===== src/fplb_pkg.sv =====
// Purpose: Constants and types shared by the flash prefetch line buffer.
// Assumes: 40 MHz system clock, 128-bit flash array path, 32-bit requester path.
// Notes: Error correction is a single-error-correcting Hamming code over each 32-bit word.
package fplb_pkg;
    localparam int ADDR_W = 24;
    localparam int WORD_W = 32;
    localparam int LINE_W = 128;
    localparam int ECC_W = 7;
    localparam int WORDS_PER_LINE = 4;
    localparam int OFF_W = 4;
    localparam int TAG_W = ADDR_W - OFF_W;
    localparam int NUM_LINES = 4;
    localparam logic [1:0] LINE_INSTR = 2'h0;
    localparam logic [1:0] LINE_DATA = 2'h1;
    localparam logic [1:0] LINE_PER0 = 2'h2;
    localparam logic [1:0] LINE_PER1 = 2'h3;
    localparam logic [1:0] SRC_INSTR = 2'h0;
    localparam logic [1:0] SRC_DATA = 2'h1;
    localparam logic [1:0] SRC_PERIPH = 2'h2;
    localparam int FLASH_ACCESS_NS = 50;
    localparam int CLK_PERIOD_NS = 25;
    localparam int WAIT_CYCLES = (FLASH_ACCESS_NS + CLK_PERIOD_NS - 1) / CLK_PERIOD_NS;
    localparam logic [3:0] WAIT_LAST = 4'(WAIT_CYCLES - 1);
    typedef enum logic [1:0] {FPLB_IDLE, FPLB_WAIT, FPLB_FILL} fplb_state_e;
endpackage : fplb_pkg


===== src/fplb_ecc_word.sv =====
// Purpose: Corrects one 32-bit word read from the flash array using its check bits.
// Assumes: Check bits are Hamming positions 1,2,4,8,16,32 plus an overall parity bit.
// Notes: Single errors are corrected, double errors are flagged and passed uncorrected.
`timescale 1ns/1ps
module fplb_ecc_word (
    input wire logic [31:0] data_in, // Raw data word.
    input wire logic [6:0] check_in, // Stored check bits.
    output logic [31:0] data_out, // Corrected data word.
    output logic single_err, // Corrected single-bit error.
    output logic double_err // Uncorrectable error.
);
    logic [38:1] code;
    logic [5:0] syn;
    logic par;
    logic [38:1] fixed;
    int k;
    always_comb begin
        code = '0;
        k = 0;
        for (int p = 1; p <= 38; p++) begin
            if ((p & (p - 1)) == 0) begin
                code[p] = 1'b0;
            end else begin
                code[p] = data_in[k];
                k = k + 1;
            end
        end
        for (int b = 0; b < 6; b++) begin
            code[1 << b] = check_in[b];
        end
        syn = '0;
        for (int p = 1; p <= 38; p++) begin
            if (code[p]) begin
                syn = syn ^ 6'(p);
            end
        end
        par = ^code ^ check_in[6];
        fixed = code;
        if (par && syn != 6'h00 && syn <= 6'h26) begin
            fixed[syn] = ~code[syn];
        end
        data_out = '0;
        k = 0;
        for (int p = 1; p <= 38; p++) begin
            if ((p & (p - 1)) != 0) begin
                data_out[k] = fixed[p];
                k = k + 1;
            end
        end
        single_err = par;
        double_err = !par && syn != 6'h00;
    end
endmodule : fplb_ecc_word


===== src/fplb_top.sv =====
// Purpose: Four-line fully associative prefetch buffer in front of the program flash array.
// Assumes: One refill runs at a time; hits of all requesters are served in parallel; for misses instruction fetch has priority, then CPU data,
// Assumes: then peripheral data. Requests hold steady until acknowledged.
// Notes: A hit answers the cycle after the request; a miss refills the owner's line after wait states.
`timescale 1ns/1ps
module fplb_top (
    input wire logic CLK, // System clock.
    input wire logic RST_B, // Asynchronous reset, active low.
    input wire logic CE, // Clock enable, freezes state when low.
    input wire logic PREFETCH_EN, // Enables predictive instruction prefetch.
    input wire logic IREQ, // Instruction fetch request.
    input wire logic [23:0] IADDR, // Instruction byte address.
    output logic IACK, // Instruction word valid.
    output logic [31:0] IDATA, // Instruction word.
    input wire logic DREQ, // CPU data read request.
    input wire logic [23:0] DADDR, // CPU data byte address.
    output logic DACK, // CPU data valid.
    output logic [31:0] DDATA, // CPU data word.
    input wire logic PREQ, // Peripheral read request.
    input wire logic [23:0] PADDR, // Peripheral byte address.
    output logic PACK, // Peripheral data valid.
    output logic [31:0] PDATA, // Peripheral data word.
    output logic FLASH_RD, // Wide read strobe to the flash array.
    output logic [19:0] FLASH_ADDR, // Line address to the flash array.
    input wire logic [127:0] FLASH_DATA, // Wide read data from the flash array.
    input wire logic [27:0] FLASH_ECC, // Check bits, seven per word.
    output logic ECC_SINGLE, // Pulse: corrected error on refill.
    output logic ECC_DOUBLE // Pulse: uncorrectable error on refill.
);
    logic [fplb_pkg::TAG_W-1:0] tag [fplb_pkg::NUM_LINES];
    logic [fplb_pkg::LINE_W-1:0] line [fplb_pkg::NUM_LINES];
    logic [fplb_pkg::NUM_LINES-1:0] valid;
    logic [fplb_pkg::NUM_LINES-1:0] hit_i, hit_d, hit_p;
    logic [fplb_pkg::NUM_LINES-1:0] next_valid;
    logic [fplb_pkg::TAG_W-1:0] next_tag [fplb_pkg::NUM_LINES];
    logic [fplb_pkg::LINE_W-1:0] next_line [fplb_pkg::NUM_LINES];
    fplb_pkg::fplb_state_e state, next_state;
    logic [3:0] wait_cnt, next_wait_cnt;
    logic [1:0] fill_line, next_fill_line;
    logic [fplb_pkg::TAG_W-1:0] fill_tag, next_fill_tag;
    logic pf_fill, next_pf_fill;
    logic pper, next_pper;
    logic [fplb_pkg::LINE_W-1:0] fixed_line;
    logic [3:0] sgl, dbl;
    logic [31:0] next_idata, next_ddata, next_pdata;
    logic next_iack, next_dack, next_pack;
    logic iack_r, dack_r, pack_r;
    logic next_flash_rd, next_ecc_s, next_ecc_d;
    logic [19:0] next_flash_addr;
    logic i_hit, d_hit, p_hit;
    logic [1:0] p_line;

    // One corrector per word of the wide read.
    genvar g;
    generate
        for (g = 0; g < fplb_pkg::WORDS_PER_LINE; g++) begin : g_ecc
            fplb_ecc_word u_ecc (
                .data_in(FLASH_DATA[g*32 +: 32]),
                .check_in(FLASH_ECC[g*7 +: 7]),
                .data_out(fixed_line[g*32 +: 32]),
                .single_err(sgl[g]),
                .double_err(dbl[g])
            );
        end
    endgenerate

    function automatic logic [31:0] pick(input logic [127:0] l, input logic [23:0] a);
        pick = l[a[3:2]*32 +: 32];
    endfunction : pick

    always_comb begin
        for (int i = 0; i < fplb_pkg::NUM_LINES; i++) begin
            hit_i[i] = valid[i] && tag[i] == IADDR[23:4];
            hit_d[i] = valid[i] && tag[i] == DADDR[23:4];
            hit_p[i] = valid[i] && tag[i] == PADDR[23:4];
        end
    end

    // Any line may answer any requester; refills go only to the requester's own line.
    assign i_hit = |hit_i;
    assign d_hit = |hit_d;
    assign p_hit = |hit_p;
    assign p_line = pper ? fplb_pkg::LINE_PER1 : fplb_pkg::LINE_PER0;

    always_comb begin
        next_state = state;
        next_wait_cnt = wait_cnt;
        next_fill_line = fill_line;
        next_fill_tag = fill_tag;
        next_pf_fill = pf_fill;
        next_pper = pper;
        next_valid = valid;
        next_tag = tag;
        next_line = line;
        next_flash_rd = 1'b0;
        next_flash_addr = FLASH_ADDR;
        next_ecc_s = 1'b0;
        next_ecc_d = 1'b0;
        next_iack = 1'b0;
        next_dack = 1'b0;
        next_pack = 1'b0;
        next_idata = IDATA;
        next_ddata = DDATA;
        next_pdata = PDATA;
        for (int i = 0; i < fplb_pkg::NUM_LINES; i++) begin
            if (hit_i[i]) next_idata = pick(line[i], IADDR);
            if (hit_d[i]) next_ddata = pick(line[i], DADDR);
            if (hit_p[i]) next_pdata = pick(line[i], PADDR);
        end
        // The ack register blocks a second answer to a request that is still held.
        next_iack = IREQ && i_hit && !iack_r;
        next_dack = DREQ && d_hit && !dack_r;
        next_pack = PREQ && p_hit && !pack_r;
        unique case (state)
            fplb_pkg::FPLB_IDLE: begin
                if (IREQ && !i_hit) begin
                    next_fill_line = fplb_pkg::LINE_INSTR;
                    next_fill_tag = IADDR[23:4];
                    next_pf_fill = 1'b0;
                    next_state = fplb_pkg::FPLB_WAIT;
                end else if (DREQ && !d_hit) begin
                    next_fill_line = fplb_pkg::LINE_DATA;
                    next_fill_tag = DADDR[23:4];
                    next_pf_fill = 1'b0;
                    next_state = fplb_pkg::FPLB_WAIT;
                end else if (PREQ && !p_hit) begin
                    next_fill_line = p_line;
                    next_fill_tag = PADDR[23:4];
                    next_pf_fill = 1'b0;
                    next_pper = ~pper;
                    next_state = fplb_pkg::FPLB_WAIT;
                end else if (PREFETCH_EN && IREQ && IADDR[3:2] == 2'h3 && valid[0]
                             && tag[0] == IADDR[23:4]) begin
                    // Fetch the next sequential line while the last word is being used.
                    next_fill_line = fplb_pkg::LINE_INSTR;
                    next_fill_tag = 20'(IADDR[23:4] + 20'h1);
                    next_pf_fill = 1'b1;
                    next_state = fplb_pkg::FPLB_WAIT;
                end
                if (next_state == fplb_pkg::FPLB_WAIT) begin
                    next_flash_rd = 1'b1;
                    next_flash_addr = next_fill_tag;
                    next_wait_cnt = '0;
                end
            end
            fplb_pkg::FPLB_WAIT: begin
                // Count wait states so that the array's access time is met.
                if (wait_cnt == fplb_pkg::WAIT_LAST) begin
                    next_state = fplb_pkg::FPLB_FILL;
                end else begin
                    next_wait_cnt = 4'(wait_cnt + 4'h1);
                end
            end
            fplb_pkg::FPLB_FILL: begin
                // The wide read is valid now; a prefetch switched off meanwhile is dropped.
                if (!pf_fill || PREFETCH_EN) begin
                    next_line[fill_line] = fixed_line;
                    next_tag[fill_line] = fill_tag;
                    next_valid[fill_line] = 1'b1;
                end
                next_ecc_s = |sgl;
                next_ecc_d = |dbl;
                next_state = fplb_pkg::FPLB_IDLE;
            end
            default: begin
                next_state = fplb_pkg::FPLB_IDLE;
            end
        endcase
    end

    always_ff @(posedge CLK or negedge RST_B) begin
        if (!RST_B) begin
            state <= fplb_pkg::FPLB_IDLE;
            wait_cnt <= '0;
            fill_line <= '0;
            fill_tag <= '0;
            pf_fill <= 1'b0;
            pper <= 1'b0;
            valid <= '0;
            for (int i = 0; i < fplb_pkg::NUM_LINES; i++) begin
                tag[i] <= '0;
                line[i] <= '0;
            end
            FLASH_RD <= 1'b0;
            FLASH_ADDR <= '0;
            ECC_SINGLE <= 1'b0;
            ECC_DOUBLE <= 1'b0;
            iack_r <= 1'b0;
            dack_r <= 1'b0;
            pack_r <= 1'b0;
            IDATA <= '0;
            DDATA <= '0;
            PDATA <= '0;
        end else if (CE) begin
            // A low clock enable holds every register, outputs included.
            state <= next_state;
            wait_cnt <= next_wait_cnt;
            fill_line <= next_fill_line;
            fill_tag <= next_fill_tag;
            pf_fill <= next_pf_fill;
            pper <= next_pper;
            valid <= next_valid;
            tag <= next_tag;
            line <= next_line;
            FLASH_RD <= next_flash_rd;
            FLASH_ADDR <= next_flash_addr;
            ECC_SINGLE <= next_ecc_s;
            ECC_DOUBLE <= next_ecc_d;
            iack_r <= next_iack;
            dack_r <= next_dack;
            pack_r <= next_pack;
            IDATA <= next_idata;
            DDATA <= next_ddata;
            PDATA <= next_pdata;
        end
    end

    assign IACK = iack_r;
    assign DACK = dack_r;
    assign PACK = pack_r;
endmodule : fplb_top


===== config.mk =====
export PLATFORM = sky130hd
export DESIGN_NAME = fplb_top
export DESIGN_NICKNAME = d
export VERILOG_FILES = /design/src/fplb_pkg.sv /design/src/fplb_ecc_word.sv /design/src/fplb_top.sv
export SDC_FILE = /design/constraint.sdc
export NUM_CORES = 2
export LEC_CHECK = 0
export ABC_AREA = 0
export BUFFER_PORTS_ARGS = -buffer_cell sky130_fd_sc_hd__buf_2
export CAP_MARGIN = 20
export CORE_UTILIZATION = 52
export CTS_CLUSTER_DIAMETER = 40
export DETAILED_ROUTE_END_ITERATION = 7
export PLACE_DENSITY_LB_ADDON = 0.05
export SYNTH_ARGS = -nofsm -noshare
export SYNTH_HDL_FRONTEND = slang
export SYNTH_HIERARCHICAL = 1
export SYNTH_SLANG_ARGS = --single-unit
export TNS_END_PERCENT = 30

===== constraint.sdc =====
create_clock -name CLK -period 2.7 [get_ports CLK]
set_clock_uncertainty 0.15 [all_clocks]
set_input_delay 0.27 -clock CLK [delete_from_list [all_inputs] [get_ports CLK]]
set_output_delay 0.27 -clock CLK [all_outputs]
set_load 0.005 [all_outputs]

==> results.md <==
* DRT iter0 DRCs at 7006
* Final worst-path cycle share at 130%
* Worst min path class: in -> reg
* Setup slack after placement at -1.09 ns
* Worst setup path category: reg -> reg
* Syn_nets at 5550
* Post-route core utilization at 76.7%
* Post-synth top cells: 748 x dfrtp_1, 697 x mux2_2, 504 x nand2_1
* Hold-critical path endpoint: line[262]
* First drt pass iteration count at 8
* Status: finished, violations left
* Layout Cells excl Fill at 8048
* RR Startpoint: tag[54]
* Ys Warns at 6
* Hold Path Depth at 4
* Post-Route Setup TNS at -88.80 ns
* H-tree depth at 4
* Max incr delay on CP at 0.57 ns
* Synth Flop Type: dfrtp_1
* CP Data Required Time at 3.19 ns
* Net count, final at 6872
* Die X-Extent at 320 um
* Static Leakage at 36.8 nW
* Top cell by count, worst path: nor4_2
* Largest net degree at the start of global routing at 100
* Antenna Nets Post-Route at 0
* CP Cell Sequence: buf_6 -> xnor2_2 -> nand4_1 -> nor4_2 -> nand4_1 -> buf_12 -> buf_12 -> mux2i_1 -> a211oi_2 -> nor4_2 -> nor4_2 -> buf_4 -> a21o_1
* Fraction of layout cells with a size suffix above 1 at 50.1%
* Setup violations, final at 213
* Worst skew pair latency at 0.77 ns
* WL final at 248000 um
* Setup slack, reg-to-reg at -0.82 ns
* Vias in the first global route at 49466
* Critical path data arrival time at 4.02 ns
* Beginning of the worst hold path: FLASH_DATA[6]
* Chip height at 320 um
* Core box area at 100000 sq um
* Yosys top cell area share at 35.7%
* Post-route setup slack at -0.821 ns
* Yosys cell types at 94
* Initial Utilization at 52.5%
* RSZ-0062 raised after global routing: yes
* PortBufs at 350
* Asr flop ratio synth at 100%
* Design area at 76700 sq um
* Root Buffer: clkbuf_16
* Global placer's final weighted congestion at 1.02
* Vias per cell at 6.59
* CP max FO at 7
* Yosys top cell by area: dfrtp_1
* VDD IR max at 0.897 mV
* Final min period at 3.52 ns
* Post-Syn Area at 52500 sq um
* CTS Buf Count at 134
* Drt wl/cell at 30.8 um
* Failing checks: setup timing
* Number of remaining DRC errors at 0
* Num rows at 116
* Max Root-Sink Buffers at 3
* Normalized max-slew margin at 39.6%
* CTS tree: done
* Gr usage total at 45.3%
* Clock transition at path regs at 0.06 ns
* Synthesized instance count at 5312
* Max Fclk at 284 MHz
* Number of flops mapped to enable cells by yosys at 0
* Layout area overhead at 46.2%
* FF-to-FF path depth at 13
* Placed instance area at 64000 sq um
* Most numerous cell in the Yosys netlist: dfrtp_1
* Critical Path Sink Type: flop
* RR Endpoint: IDATA[16]
* Sequential area share after synthesis at 35.7%
* Vias after detailed routing at 53050
* Maxcap violations at 0
* Clock sink total at 748
* Final hold vios at 0
* Least-Margin Pin Slew at 0.905 ns
* Final Power at 67.2 mW
* Post-Place Cells at 7595
* I/O pin total at 357
* Critical Path Start Type: flop
* Synth top area cells: dfrtp_1 36%, mux2_2 15%, mux2i_1 7.0%
* #FFs+latches synth at 748
* Gr ovfl total at 0
* First-pass GRT wire length at 340000 um
* Crit path max-delay cell type: nor4_2
* HPWL after DPL at 173000 um
* Syn avg cell area at 9.88 sq um
* Power density over cell area at 876 nW/um^2
* Max-slew violation count at 0
* Critical path origin: tag[54]
* Die area at 102000 sq um
* Initial antenna violation count at 9
* Hold WS at 0.0167 ns
[area by class of cell]
| cell class | count | area, sq um |
|---|---|---|
| repair buffers | 1623 | 14500 |
| fillers | 6686 | 23300 |
| flip-flops and latches | 748 | 18700 |
| clock buffers | 147 | 3510 |
| clock inverters | 98 | 1340 |
| inverters | 28 | 105 |
| well taps | 1298 | 1620 |
| diodes | 7 | 17.5 |
| multi-input cells | 4099 | 36900 |
[critical path: cells and delay by family, from the launching register on]
family | cells | cell delay (ns)
buffers and inverters | 4 | 0.69
muxes | 1 | 0.22
and+or+nand+nor | 5 | 1.44
xor gates and xnor gates | 1 | 0.14
AOI/OAI and AO/OA | 2 | 0.32
DFF | 1 | 0.40
[cell families after synthesis]
logic type / share of synthesized area [%]
muxes: 24.7
DFF: 35.7
adders and majority gates: 0.0906
and+or+nand+nor: 11.7
buffers and inverters: 3.66
xor gates and xnor gates: 10.9
AOI/OAI and AO/OA: 13.3
[routing by layer]
metal / track usage (%) / vias to the layer above / part of all wire [%]
li1: - / 21965 / -
met1: 60.2 / 26305 / 38
met2: 65.9 / 3827 / 42
met3: 15.1 / 951 / 13
met4: 22.5 / 2 / 7.2
met5: 0 / - / 0.0053
[registers in the layout, indices dropped and copies added, names as in the netlist]
signal,count
FLASH_RD,1
DACK,1
DDATA,32
fill_tag,20
IDATA,32
FLASH_ADDR,20
ECC_DOUBLE,1
line,512
wait_cnt,4
tag,80
PDATA,32
pper,1
valid,4
ECC_SINGLE,1
pf_fill,1
IACK,1
fill_line,2
PACK,1
state,2
[cells in the final DEF (no fill, tap or decap), drive strengths merged, types with 15 or more instances in the layout]
cell type	n
a211oi	250
a21o	60
a21oi	250
a22o	19
a22oi	33
a31oi	59
and3	81
buf	1558
bufinv	19
clkbuf	162
clkinv	28
dfrtp	748
dlygate4sd3	48
inv	68
mux2	732
mux2i	370
mux4	42
nand2	504
nand3	50
nand4	57
nor2	434
nor3	38
nor4	79
o21ai	252
o22ai	71
o311a	21
or2	15
xnor2	304
xnor3	58
xor2	141
[worst max path at each step]
stage                end
6_report       IDATA[16]
3_5_place_dp   IDATA[19]
4_1_cts         IDATA[3]
2_1_floorplan  line[138]
5_1_grt        IDATA[19]
3_3_place_gp    IDATA[3]
[power by group]
part           internal (mW)  switching [mW]
clock                   11.5            6.88
combinational           14.9            15.3
sequential              14.2            4.50
total                   40.6            26.7
[repair_timing]
action / 4_1_cts / 5_1_grt
cloned: 14 / 20
pin swaps: 126 / 367
hold buffers: 47 / 1
hold endpoints to repair: 886 / 1
resized for setup: 371 / 775
buffers inserted: 31 / 121
setup endpoints to repair: 208 / 564
No activity file was read; power rests on OpenSTA's default activity.
